### src/core/agl_pkg.sv
`default_nettype none

package agl_pkg;

    // register offsets
    localparam logic [7:0] ADDR_ID = 8'h00;
    localparam logic [7:0] ADDR_MODE = 8'h02;
    localparam logic [7:0] ADDR_PUMP = 8'h04;
    localparam logic [7:0] ADDR_GAIN = 8'h05;
    localparam logic [7:0] ADDR_CEIL3 = 8'h06;
    localparam logic [7:0] ADDR_TIMING = 8'h07;
    localparam logic [7:0] ADDR_CEIL2 = 8'h08;

    // identity: value is arbitrary, the reset key is not
    localparam logic [7:0] ID_VALUE = 8'h3c;
    localparam logic [7:0] ID_RESET_KEY = 8'haa;

    // bus target address, upper five bits fixed, two low bits strapped
    localparam logic [4:0] BUS_ADDR_HI = 5'h16;
    localparam logic [3:0] BYTE_BITS = 4'h8;

    // mode control field positions and reset
    localparam int MODE_SPK_BIT = 2;
    localparam int MODE_LG_BIT = 1;
    localparam int MODE_AB_BIT = 0;
    localparam int MODE_2X_BIT = 3;
    localparam logic [3:0] MODE_RESET = 4'hc;

    localparam logic [7:0] PUMP_RESET = 8'h05;

    // gain code limits and defaults per mode
    localparam logic [4:0] GAIN_MAX = 5'h11;
    localparam logic [4:0] GAIN_MIN_NORMAL = 5'h08;
    localparam logic [4:0] GAIN_MAX_RCV = 5'h06;
    localparam logic [4:0] GAIN_DEF_LOWG = 5'h00;
    localparam logic [4:0] GAIN_DEF_NORMAL = 5'h10;
    localparam logic [4:0] GAIN_DEF_RCV = 5'h00;

    // third limiter ceiling limits and defaults per mode
    localparam logic [3:0] CEIL3_OFF = 4'hf;
    localparam logic [3:0] CEIL3_MIN_NORMAL = 4'h4;
    localparam logic [3:0] CEIL3_DEF_LOWG = 4'h0;
    localparam logic [3:0] CEIL3_DEF_NORMAL = 4'h7;
    localparam logic [3:0] CEIL3_DEF_RCV = 4'hf;

    // second limiter ceiling
    localparam logic [3:0] CEIL2_MAX_SPK = 4'h9;
    localparam logic [3:0] CEIL2_OFF_RCV = 4'h9;
    localparam logic [3:0] CEIL2_DEF_SPK = 4'h6;

    // third limiter timing byte: release 7:5, attack 4:2, first attack 1:0
    localparam int REL_LSB = 5;
    localparam int ATK_LSB = 2;
    localparam int INIT_LSB = 0;
    localparam logic [7:0] TIMING_RESET = 8'h4e;

endpackage : agl_pkg

`default_nettype wire

### src/core/agl_config_regs.sv
// Summary of operation
// - The byte at 0x04 is reserved, resets to 00000101 and keeps that value whatever is written.
// - In loudspeaker plus low-gain mode the gain codes 00000 to 10001 are legal and the default is 00000.
// - In loudspeaker mode without low gain only gain codes 01000 to 10001 are legal and the default is 10000.
// - In receiver mode gain codes 00000 to 00110 are legal and the default is 00000.
// - A reserved gain or ceiling code turns into that field's default for the active mode.
// - In loudspeaker plus low-gain mode every third limiter ceiling code is legal, 1111 turns the limiter off, default 0000.
// - In loudspeaker mode without low gain third limiter ceiling codes 0100 to 1111 are legal and the default is 0111.
// - In receiver mode the only legal third limiter ceiling code is 1111, which is also the default.
// - Bits 7:5 of 0x07 hold the release rate with reset code 010.
// - Bits 4:2 of 0x07 hold the attack rate with reset code 011.
// - Bits 1:0 of 0x07 hold the first-attack rate with reset code 10.
// - Bit 2 of 0x02 selects loudspeaker mode and bit 1 low gain, and they pick the encodings.
// - Writing 0xaa to offset 0x00 puts every configuration register back to its default.
`default_nettype none

module agl_config_regs
    import agl_pkg::*;
(
    // clock and reset
    input wire logic ref_clk,
    input wire logic nrst,
    // two-wire bus pins and address straps
    input wire logic sclIn,
    input wire logic sdaIn,
    output logic sdaOut,
    output logic sdaOe,
    input wire logic addrPin2,
    input wire logic addrPin1,
    // amplifier configuration
    output logic chargePumpDouble,
    output logic loudspeakerModeSelect,
    output logic lowAmplificationSelect,
    output logic classAbSelect,
    output logic [4:0] gainCode,
    output logic [3:0] limiter3CeilingField,
    output logic [2:0] limiter3ReleaseRate,
    output logic [2:0] limiter3AttackRate,
    output logic [1:0] limiter3InitialAttackRate,
    output logic [3:0] limiter2CeilingField
);

    typedef struct packed {
        logic [3:0] mode;
        logic [7:0] pumpParameterByte;
        logic [4:0] gain;
        logic [3:0] ceil3;
        logic [7:0] timing;
        logic [3:0] ceil2;
    } agl_cfg_s;

    localparam agl_cfg_s CFG_RESET = '{mode: MODE_RESET, pumpParameterByte: PUMP_RESET,
        gain: GAIN_DEF_NORMAL, ceil3: CEIL3_DEF_NORMAL, timing: TIMING_RESET, ceil2: CEIL2_DEF_SPK};

    function automatic logic gainOk(input logic [4:0] g, input logic spk, input logic lg);
        if (!spk) begin
            return g <= GAIN_MAX_RCV;
        end else if (lg) begin
            return g <= GAIN_MAX;
        end
        return (g >= GAIN_MIN_NORMAL) && (g <= GAIN_MAX);
    endfunction : gainOk

    function automatic logic [4:0] gainDef(input logic spk, input logic lg);
        if (!spk) begin
            return GAIN_DEF_RCV;
        end
        return lg ? GAIN_DEF_LOWG : GAIN_DEF_NORMAL;
    endfunction : gainDef

    function automatic logic ceil3Ok(input logic [3:0] c, input logic spk, input logic lg);
        if (!spk) begin
            return c == CEIL3_OFF;
        end else if (lg) begin
            return 1'b1;
        end
        return c >= CEIL3_MIN_NORMAL;
    endfunction : ceil3Ok

    function automatic logic [3:0] ceil3Def(input logic spk, input logic lg);
        if (!spk) begin
            return CEIL3_DEF_RCV;
        end
        return lg ? CEIL3_DEF_LOWG : CEIL3_DEF_NORMAL;
    endfunction : ceil3Def

    function automatic logic ceil2Ok(input logic [3:0] c, input logic spk);
        return spk ? (c <= CEIL2_MAX_SPK) : (c == CEIL2_OFF_RCV);
    endfunction : ceil2Ok

    agl_cfg_s cfg_ff;
    agl_cfg_s nxt_cfg;
    logic wrStrobe;
    logic [7:0] wrAddr;
    logic [7:0] wrData;
    logic [7:0] regPtr;
    logic [7:0] rdData;
    logic spk;
    logic lg;

    agl_i2c_target agl_i2c_target_inst (
        .ref_clk(ref_clk),
        .nrst(nrst),
        .sclIn(sclIn),
        .sdaIn(sdaIn),
        .sdaOut(sdaOut),
        .sdaOe(sdaOe),
        .addrPin2(addrPin2),
        .addrPin1(addrPin1),
        .wrStrobe(wrStrobe),
        .wrAddr(wrAddr),
        .wrData(wrData),
        .regPtr(regPtr),
        .rdData(rdData)
    );

    // readback; unmapped offsets and unused upper bits read zero
    always_comb begin
        case (regPtr)
            ADDR_ID: rdData = ID_VALUE;
            ADDR_MODE: rdData = {4'h0, cfg_ff.mode};
            ADDR_PUMP: rdData = cfg_ff.pumpParameterByte;
            ADDR_GAIN: rdData = {3'h0, cfg_ff.gain};
            ADDR_CEIL3: rdData = {4'h0, cfg_ff.ceil3};
            ADDR_TIMING: rdData = cfg_ff.timing;
            ADDR_CEIL2: rdData = {4'h0, cfg_ff.ceil2};
            default: rdData = 8'h00;
        endcase
    end

    always_comb begin
        nxt_cfg = cfg_ff;
        if (wrStrobe) begin
            case (wrAddr)
                ADDR_ID: begin
                    if (wrData == ID_RESET_KEY) begin
                        nxt_cfg = CFG_RESET;
                    end
                end
                ADDR_MODE: nxt_cfg.mode = wrData[3:0];
                ADDR_GAIN: nxt_cfg.gain = wrData[4:0];
                ADDR_CEIL3: nxt_cfg.ceil3 = wrData[3:0];
                ADDR_TIMING: nxt_cfg.timing = wrData;
                ADDR_CEIL2: nxt_cfg.ceil2 = wrData[3:0];
                default: begin
                end
            endcase
        end
        spk = nxt_cfg.mode[MODE_SPK_BIT];
        lg = nxt_cfg.mode[MODE_LG_BIT];
        // checked against the new mode, so a mode write also repairs fields left illegal by it
        // reserved code fallback
        if (!gainOk(nxt_cfg.gain, spk, lg)) begin
            nxt_cfg.gain = gainDef(spk, lg);
        end
        if (!ceil3Ok(nxt_cfg.ceil3, spk, lg)) begin
            nxt_cfg.ceil3 = ceil3Def(spk, lg);
        end
        if (!ceil2Ok(nxt_cfg.ceil2, spk)) begin
            nxt_cfg.ceil2 = spk ? CEIL2_DEF_SPK : CEIL2_OFF_RCV;
        end
    end

    always_ff @(posedge ref_clk or negedge nrst) begin
        if (!nrst) begin
            cfg_ff <= CFG_RESET;
        end else begin
            cfg_ff <= nxt_cfg;
        end
    end

    assign chargePumpDouble = cfg_ff.mode[MODE_2X_BIT];
    assign loudspeakerModeSelect = cfg_ff.mode[MODE_SPK_BIT];
    assign lowAmplificationSelect = cfg_ff.mode[MODE_LG_BIT];
    assign classAbSelect = cfg_ff.mode[MODE_AB_BIT];
    assign gainCode = cfg_ff.gain;
    assign limiter3CeilingField = cfg_ff.ceil3;
    assign limiter3ReleaseRate = cfg_ff.timing[REL_LSB +: 3];
    assign limiter3AttackRate = cfg_ff.timing[ATK_LSB +: 3];
    assign limiter3InitialAttackRate = cfg_ff.timing[INIT_LSB +: 2];
    assign limiter2CeilingField = cfg_ff.ceil2;

    a_pump_byte_fixed: assert property (@(posedge ref_clk) disable iff (!nrst)
        wrStrobe && wrAddr == ADDR_PUMP |=> cfg_ff.pumpParameterByte == PUMP_RESET)
        else $error("pump parameter byte changed by a write");

    a_gain_lowgain_range: assert property (@(posedge ref_clk) disable iff (!nrst)
        loudspeakerModeSelect && lowAmplificationSelect |-> gainCode <= GAIN_MAX)
        else $error("gain code above range in low-gain mode");

    a_gain_normal_range: assert property (@(posedge ref_clk) disable iff (!nrst)
        loudspeakerModeSelect && !lowAmplificationSelect |-> gainCode >= GAIN_MIN_NORMAL && gainCode <= GAIN_MAX)
        else $error("gain code outside range in loudspeaker mode");

    a_gain_receiver_range: assert property (@(posedge ref_clk) disable iff (!nrst)
        !loudspeakerModeSelect |-> gainCode <= GAIN_MAX_RCV)
        else $error("gain code above range in receiver mode");

    a_gain_fallback: assert property (@(posedge ref_clk) disable iff (!nrst)
        wrStrobe && wrAddr == ADDR_GAIN && !gainOk(wrData[4:0], loudspeakerModeSelect, lowAmplificationSelect)
        |=> gainCode == gainDef($past(loudspeakerModeSelect), $past(lowAmplificationSelect)))
        else $error("reserved gain code not replaced by default");

    a_ceil3_lowgain_off: assert property (@(posedge ref_clk) disable iff (!nrst)
        wrStrobe && wrAddr == ADDR_CEIL3 && loudspeakerModeSelect && lowAmplificationSelect
        |=> limiter3CeilingField == $past(wrData[3:0]))
        else $error("ceiling write lost in low-gain mode");

    a_ceil3_normal_range: assert property (@(posedge ref_clk) disable iff (!nrst)
        loudspeakerModeSelect && !lowAmplificationSelect |-> limiter3CeilingField >= CEIL3_MIN_NORMAL)
        else $error("reserved ceiling code held in loudspeaker mode");

    a_ceil3_receiver_off: assert property (@(posedge ref_clk) disable iff (!nrst)
        $fell(loudspeakerModeSelect) |-> limiter3CeilingField == CEIL3_OFF ##1 limiter3CeilingField == CEIL3_OFF)
        else $error("ceiling not off after entering receiver mode");

    a_timing_written: assert property (@(posedge ref_clk) disable iff (!nrst)
        wrStrobe && wrAddr == ADDR_TIMING |=> limiter3ReleaseRate == $past(wrData[7:5])
        && limiter3AttackRate == $past(wrData[4:2]) && limiter3InitialAttackRate == $past(wrData[1:0]))
        else $error("timing byte not stored as written");

    a_soft_reset: assert property (@(posedge ref_clk) disable iff (!nrst)
        wrStrobe && wrAddr == ADDR_ID && wrData == ID_RESET_KEY
        |=> gainCode == GAIN_DEF_NORMAL && limiter3CeilingField == CEIL3_DEF_NORMAL
        && cfg_ff.timing == TIMING_RESET && loudspeakerModeSelect && !lowAmplificationSelect)
        else $error("soft reset key did not restore defaults");

endmodule : agl_config_regs

`default_nettype wire

### src/core/agl_i2c_target.sv
`default_nettype none

module agl_i2c_target
    import agl_pkg::*;
(
    // clock and reset
    input wire logic ref_clk,
    input wire logic nrst,
    // serial pins and address straps
    input wire logic sclIn,
    input wire logic sdaIn,
    output logic sdaOut,
    output logic sdaOe,
    input wire logic addrPin2,
    input wire logic addrPin1,
    // register side
    output logic wrStrobe,
    output logic [7:0] wrAddr,
    output logic [7:0] wrData,
    output logic [7:0] regPtr,
    input wire logic [7:0] rdData
);

    typedef enum logic [2:0] {ST_IDLE, ST_ADDR, ST_PTR, ST_WDATA, ST_ACK, ST_RDATA, ST_MACK} agl_bus_e;

    typedef struct packed {
        agl_bus_e st;
        agl_bus_e after;
        logic [7:0] sh;
        logic [3:0] cnt;
        logic [7:0] ptr;
        logic sclPrev;
        logic sdaPrev;
        logic oe;
        logic drvLevel;
        logic ackSeen;
        logic wrStrobe;
        logic [7:0] wrAddr;
        logic [7:0] wrData;
    } agl_bus_s;

    localparam agl_bus_s BUS_RESET = '{st: ST_IDLE, after: ST_IDLE, sh: 8'h00, cnt: 4'h0, ptr: 8'h00,
        sclPrev: 1'b1, sdaPrev: 1'b1, oe: 1'b0, drvLevel: 1'b0, ackSeen: 1'b0,
        wrStrobe: 1'b0, wrAddr: 8'h00, wrData: 8'h00};

    agl_bus_s bus_ff;
    agl_bus_s nxt_bus;
    logic sclRise;
    logic sclFall;
    logic startSeen;
    logic stopSeen;

    always_comb begin
        nxt_bus = bus_ff;
        nxt_bus.wrStrobe = 1'b0;
        nxt_bus.sclPrev = sclIn;
        nxt_bus.sdaPrev = sdaIn;
        sclRise = sclIn & ~bus_ff.sclPrev;
        sclFall = ~sclIn & bus_ff.sclPrev;
        startSeen = sclIn & bus_ff.sclPrev & bus_ff.sdaPrev & ~sdaIn;
        stopSeen = sclIn & bus_ff.sclPrev & ~bus_ff.sdaPrev & sdaIn;
        if (startSeen) begin
            nxt_bus.st = ST_ADDR;
            nxt_bus.cnt = 4'h0;
            nxt_bus.oe = 1'b0;
        end else if (stopSeen) begin
            nxt_bus.st = ST_IDLE;
            nxt_bus.oe = 1'b0;
        end else begin
            case (bus_ff.st)
                ST_IDLE: begin
                end
                ST_ADDR, ST_PTR, ST_WDATA: begin
                    if (sclRise && bus_ff.cnt != BYTE_BITS) begin
                        nxt_bus.sh = {bus_ff.sh[6:0], sdaIn};
                        nxt_bus.cnt = bus_ff.cnt + 4'h1;
                    end else if (sclFall && bus_ff.cnt == BYTE_BITS) begin
                        nxt_bus.cnt = 4'h0;
                        nxt_bus.oe = 1'b1;
                        nxt_bus.st = ST_ACK;
                        case (bus_ff.st)
                            ST_ADDR: begin
                                if (bus_ff.sh[7:1] == {BUS_ADDR_HI, addrPin2, addrPin1}) begin
                                    nxt_bus.after = bus_ff.sh[0] ? ST_RDATA : ST_PTR;
                                end else begin
                                    nxt_bus.oe = 1'b0;
                                    nxt_bus.st = ST_IDLE;
                                end
                            end
                            ST_PTR: begin
                                nxt_bus.ptr = bus_ff.sh;
                                nxt_bus.after = ST_WDATA;
                            end
                            default: begin
                                nxt_bus.wrStrobe = 1'b1;
                                nxt_bus.wrAddr = bus_ff.ptr;
                                nxt_bus.wrData = bus_ff.sh;
                                nxt_bus.ptr = bus_ff.ptr + 8'h01;
                                nxt_bus.after = ST_WDATA;
                            end
                        endcase
                    end
                end
                ST_ACK: begin
                    if (sclFall) begin
                        nxt_bus.oe = 1'b0;
                        nxt_bus.st = bus_ff.after;
                        if (bus_ff.after == ST_RDATA) begin
                            nxt_bus.sh = rdData;
                            nxt_bus.oe = ~rdData[7];
                            nxt_bus.ptr = bus_ff.ptr + 8'h01;
                        end
                    end
                end
                ST_RDATA: begin
                    if (sclRise) begin
                        nxt_bus.cnt = bus_ff.cnt + 4'h1;
                    end else if (sclFall) begin
                        if (bus_ff.cnt == BYTE_BITS) begin
                            nxt_bus.oe = 1'b0;
                            nxt_bus.cnt = 4'h0;
                            nxt_bus.st = ST_MACK;
                        end else begin
                            nxt_bus.sh = {bus_ff.sh[6:0], 1'b0};
                            nxt_bus.oe = ~bus_ff.sh[6];
                        end
                    end
                end
                ST_MACK: begin
                    if (sclRise) begin
                        nxt_bus.ackSeen = ~sdaIn;
                    end else if (sclFall) begin
                        // a not-acknowledge ends the read and frees the line
                        if (bus_ff.ackSeen) begin
                            nxt_bus.st = ST_RDATA;
                            nxt_bus.sh = rdData;
                            nxt_bus.oe = ~rdData[7];
                            nxt_bus.ptr = bus_ff.ptr + 8'h01;
                        end else begin
                            nxt_bus.st = ST_IDLE;
                        end
                    end
                end
                default: begin
                    nxt_bus.st = ST_IDLE;
                end
            endcase
        end
    end

    always_ff @(posedge ref_clk or negedge nrst) begin
        if (!nrst) begin
            bus_ff <= BUS_RESET;
        end else begin
            bus_ff <= nxt_bus;
        end
    end

    assign sdaOut = bus_ff.drvLevel;
    assign sdaOe = bus_ff.oe;
    assign wrStrobe = bus_ff.wrStrobe;
    assign wrAddr = bus_ff.wrAddr;
    assign wrData = bus_ff.wrData;
    assign regPtr = bus_ff.ptr;

endmodule : agl_i2c_target

`default_nettype wire

### config.mk
export PLATFORM = sky130hd
export DESIGN_NAME = agl_config_regs
export DESIGN_NICKNAME = d
export VERILOG_FILES = /design/src/core/agl_pkg.sv /design/src/core/agl_config_regs.sv /design/src/core/agl_i2c_target.sv
export SDC_FILE = /design/constraint.sdc
export NUM_CORES = 1
export LEC_CHECK = 0
export ABC_AREA = 1
export BUFFER_PORTS_ARGS = -buffer_cell sky130_fd_sc_hd__buf_2
export CORE_MARGIN = 2
export CORE_UTILIZATION = 55
export DETAILED_ROUTE_END_ITERATION = 10
export GPL_TIMING_DRIVEN = 0
export PLACE_DENSITY = 0.77
export SLEW_MARGIN = 20
export SYNTH_ARGS = -nofsm -noshare
export SYNTH_HDL_FRONTEND = slang
export SYNTH_SLANG_ARGS = --single-unit
### constraint.sdc
create_clock -name ref_clk -period 1.9 [get_ports ref_clk]
set_clock_uncertainty 0.05 [all_clocks]
set_input_delay 0.38 -clock ref_clk [delete_from_list [all_inputs] [get_ports ref_clk]]
set_output_delay 0.38 -clock ref_clk [all_outputs]
set_load 0.02 [all_outputs]
Yosys cells after proc, flatten, opt, wreduce, memory -nomap -nowiden
Index checks and enable logic that the tools add are counted.
Word-level totals
  bits in registers: 72
  input bits: 6
  output and inout port bits: 27
  word-level logic and storage cells: 212
Operators by class
  $add $sub $neg: 2
  order comparisons: 5
  equal/unequal tests: 52
  mux-type cells: 94
  bitwise gates (word level): 17
  reductions and logical operators: 24
Operators by type and width (number)
  $mux W8: 15
  $mux W17: 6
  $eq A8 B3 Y1 const B: 7
  $pmux W8 S7: 1
  $mux W3: 15
  $mux W12: 3
  $mux W4: 9
  $ne A4 B1 Y1 const B: 9
  $mux W33: 1
  $mux W32: 1
  $pmux W4 S2: 4
  $pmux W8 S2: 2
  $pmux W8 S4: 1
  $mux W1: 26
  $pmux W8 S3: 1
  $mux W5: 4
  $ne A2 B1 Y1 const B: 9
  $reduce_and A9 Y1: 2
  $eq A8 B2 Y1 const B: 2
  $eq A8 B4 Y1 const B: 2
  $logic_not A8 Y1: 2
  $pmux W3 S5: 1
  $eq A3 B3 Y1 const B: 4
  $eq A4 B4 Y1 const B: 3
  34 further kinds: 64

Longest topological paths before layout
  depth after elaboration: 11
  depth in mapped cells: 15
  mapped depth without buffers: 15

By module
Synthesis repeated with hierarchy kept, for this count alone.
Unflattened totals
  cell total of the unflattened synthesis: 679
  area total of the unflattened synthesis: 4773.3 sq um
Modules (own cells, without submodules)
  agl_i2c_target: instances 1, cells each 413, area an instance 2919.0 sq um, seq. area each 1178.6 sq um
  agl_config_regs: instances 1, cells each 266, area an instance 1854.3 sq um, seq. area each 640.6 sq um

Worst setup path after synthesis
OpenSTA, ideal clock, no wires.
  path kind: register to register
  from: reg agl_i2c_target_inst.bus_ff[30] (netlist name)
  to: reg agl_i2c_target_inst.bus_ff (netlist bit agl_i2c_target_inst.wrAddr[6])
  library setup time: 0.120 ns
  arrival time: 1.666 ns
  data required time: 1.730 ns
  slack: 0.064 ns
  cell stages (with the launch flop): 13
  buffers on the path: 1
  period minus slack after synthesis: 1.836 ns
  cell sequence: dfrtp_1 inv_1 ha_1 nand2_1 nor2_1 nand2_1 nor2_2 inv_2 nor4_4 inv_2 buf_6 nand2_1 o21ai_2
Between the ends
  word-level cells in the longest chain between the ends: 4
  elaborated cells on any way between the ends: 6
  those cells by class: eq/ne: 2; bitwise: 1; reduce/logical: 3
Ends and longest elaborated chain
  start: declaration: RTL line agl_i2c_target.sv:46  | agl_bus_s bus_ff;
  start signal: assignment: RTL line agl_i2c_target.sv:155  | bus_ff <= nxt_bus;
  $ne A4 B4 Y1: RTL line agl_i2c_target.sv:74  | if (sclRise && bus_ff.cnt != BYTE_BITS) begin
  $logic_and A1 B1 Y1: RTL line agl_i2c_target.sv:74
  $not A1 Y1 (no source line)
  $reduce_and A6 Y1 (no source line) (*)
Mark *: on every way between the ends. The rest lies on a longest branch, timed or not.
A chain may end at the register's enable or synchronous reset.

==> results.cfg <==
[run_status]
status = finished with violations
violations = negative setup slack

[clock_network]
cts.sinks = 72
numCtsBuffers = 9
root_buffer = clkbuf_8
htree_num_levels = 3
cts_tree = built
worstSkewPairLatency_ps = 360
clock_path_buffers = 2
clkTransAtPathRegs_ps = 90

[yosys]
netlist-cell-type-count = 47
postSynth.asyncResetShare_pct = 100
synth_edf_count = 0
syn-instance-count = 568
yosysWarnings = 0
synth_common_cells = nand2_1 (129), inv_1 (75), dfrtp_1 (58)
yosysMostFrequentCell = nand2_1
yosys_most_used_dff = dfrtp_1
netlist_top_cells_area = dfrtp_1 (33%), nand2_1 (11%), dfstp_2 (8.4%)
syn_area_per_cell_sq_um = 7.68
synth_seq_cells = 72
synth.top_cell.area_share_pct = 33.3
synth_seq_area_share_pct = 41.7
synthesis.nets = 583
synth_area_sq_um = 4360
yosysTopAreaCell = dfrtp_1

[final_layout]
ff_latch_area_sq_um = 1830
drive_above_1_share_pct = 43.7
diodes = 0
fillers = 593
syn_to_final_growth_pct = 32.7
final_nets = 669
finalNonFillerCells = 761
utilization_pct = 75.3
multiInputGateArea_sq_um = 2650

[timing]
slew_violations = 0
rsz0062_at_grt = yes
whs_ps = 125
report.final.setup_viol = 35
final_period_minus_worst_setup_slack_ps = 2040
post-route-period-util_pct = 107
finalWorstSetupSlack_ps = -142
hold_viol_final = 0
fmax_ghz = 0.490
fin_tns_setup_ps = -1740

[drt]
viasPerCell = 5.68
wl_per_cell_microns = 16.8
drcViolationCount = 0
routed_wl_microns = 12800
drt-initial-drc-count = 333
ant_nets = 0
via_count = 4325
detail_route.first_pass.iterations = 5

[pwr]
swShare_pct = 41.4
clkPwrFrac_pct = 23.6
p_per_area_nw_per_um2 = 917
p_leak_nw = 2.57
seqPwrFrac_pct = 38.9
switching_power_mw = 2.20
worst_ir_drop_vdd_v = 0.000508
power_frac_comb_pct = 37.5
p_int_mw = 3.11

[grt]
grt_pass1_wl_microns = 19800
grt_usage_pct = 28.9
grt_max_degree = 52
antenna_found_initial = 0
overflow = 0
grt_pass1_vias = 4209

[setup_path]
slowest_stage = dfrtp_1
crit_fanout = 6
path_buf_inv = 1
crit_chain = nor2_2 -> nand2_4 -> nor2_4 -> nand2_2 -> nand2_2 -> nand2_4 -> nand2_2 -> nand2_2 -> inv_2 -> nand3_2 -> nand2_1 -> nand2_1 -> nand2_2 -> nand2_4 -> nor2_2
path_class = reg -> reg
critPathTopFamily = simple AND/OR/NAND/NOR gates
start_kind = flop
crit_arrival_ps = 2280
cp_common_cell = nand2_2
r2r_slack_ps = -140
critical_path.max_stage_delay_ps = 410
cp.required_ps = 2140
critPathCaptureType = flop

[placed_design]
hpwlAfterDp_microns = 8410
dp.cells = 702
io_buffers = 31
place_congestion = 0.912

[floorplan]
die_h_microns = 93.1
io_pins = 33
core_sq_um = 7690
start_util_pct = 56.8
rows = 32
die_w_microns = 93.1
die_area_sq_um = 8660

[flow_run]
max_cap_viol_count = 0

[worst_hold_path]
hp-class = in -> reg
==> final timing paths <==
check | start | to | depth (start not counted)
hold / removal | sclIn | agl_i2c_target_inst.bus_ff[21] | 1
setup reg to reg | agl_i2c_target_inst.wrAddr[4] | gainCode[0] | 15
max in group asynchronous | nrst | limiter3CeilingField[1] | 3
hold reg to reg | agl_i2c_target_inst.wrAddr[6] | agl_i2c_target_inst.wrAddr[6] | 2
min in group asynchronous | nrst | agl_i2c_target_inst.bus_ff[30] | 2
setup / recovery | agl_i2c_target_inst.wrAddr[4] | gainCode[0] | 15
==> metrics by stage <==
step	worst slack [ps]	cell area (sq um)	power (mW)
floorplan	64.5	4360	3.09
global placement	-428	4650	3.44
detailed placement	-441	4680	3.49
CTS	-63.9	5220	4.82
global route	-280	5790	5.60
finish	-142	5790	5.31
==> power groups by stage <==
stage                     combinational [mW]  clock [mW]  sequential [mW]
after floorplan                         1.11           0             1.98
after global routing                    2.19        1.33             2.09
final                                   1.99        1.25             2.06
after detailed placement                1.45           0             2.04
after global placement                  1.40           0             2.04
after CTS                               1.55        1.26             2.02
==> placed cells by master (no fill, tap or decap), drive strengths merged, types with 2 or more instances in the layout <==
| master | n |
|---|---|
| inv | 86 |
| a22oi | 5 |
| xor2 | 3 |
| dfrtp | 58 |
| nand4 | 4 |
| dfstp | 14 |
| o211ai | 7 |
| buf | 77 |
| o22ai | 6 |
| clkbuf | 15 |
| a31oi | 7 |
| nand2 | 146 |
| ha | 9 |
| nand3b | 2 |
| nor2 | 64 |
| clkinvlp | 4 |
| nor4 | 3 |
| a211oi | 2 |
| nand3 | 33 |
| o21ai | 64 |
| nor3 | 9 |
| a21oi | 29 |
==> cell families after synthesis <==
group,after synthesis,synth area share [%]
simple gates,261,27.5
compound gates,126,17.9
buf+inv,95,9.38
flops,72,41.7
fa+ha+maj,9,2.58
xor+xnor,4,0.803
other cells,1,0.0860
==> area by class of cell <==
type,instances,share of cell area [%]
plain buffers,9,1.62
clock buffers,11,2.44
clock inverters,5,0.994
inverters,86,5.75
multi-input cells,402,45.8
flip-flops and latches,72,31.5
well taps,102,2.20
repair buffers,73,9.47
repair inverters,1,0.130
==> repair_timing <==
| item | 4_1_cts | 5_1_grt |
|---|---|---|
| hold endpoints to repair | 17 | 0 |
| endpoints found under the setup margin | 56 | 62 |
| resized for setup | 39 | 130 |
| buffers inserted | 23 | 15 |
| gates cloned | 2 | 4 |
| hold buffers | 1 | 0 |
| pin swaps | 15 | 29 |
==> worst reg2reg max path: cells and delay by family, from the launching register on <==
| family | cells | cell delay, ps |
|---|---|---|
| flops | 1 | 410 |
| buf+inv | 1 | 70 |
| simple gates | 14 | 1420 |
==> flip-flops by register name, indices dropped and copies added, names as in the netlist <==
register                      cells
limiter3CeilingField              4
agl_i2c_target_inst.wrData        8
limiter3ReleaseRate               3
limiter3AttackRate                3
chargePumpDouble                  1
agl_i2c_target_inst.sdaOe         1
limiter2CeilingField              4
lowAmplificationSelect            1
gainCode                          5
classAbSelect                     1
limiter3InitialAttackRate         2
agl_i2c_target_inst.bus_ff       21
agl_i2c_target_inst.regPtr        8
agl_i2c_target_inst.wrStrobe      1
loudspeakerModeSelect             1
agl_i2c_target_inst.wrAddr        8
==> per-layer routing <==
layer  part of all wire, %  GRT usage (%)
met2                    51           50.4
met3                   4.6           3.79
met1                    40           34.9
met5                     0              0
met4                   4.5           15.3
Note: power is estimated with default switching activity, not from simulation.
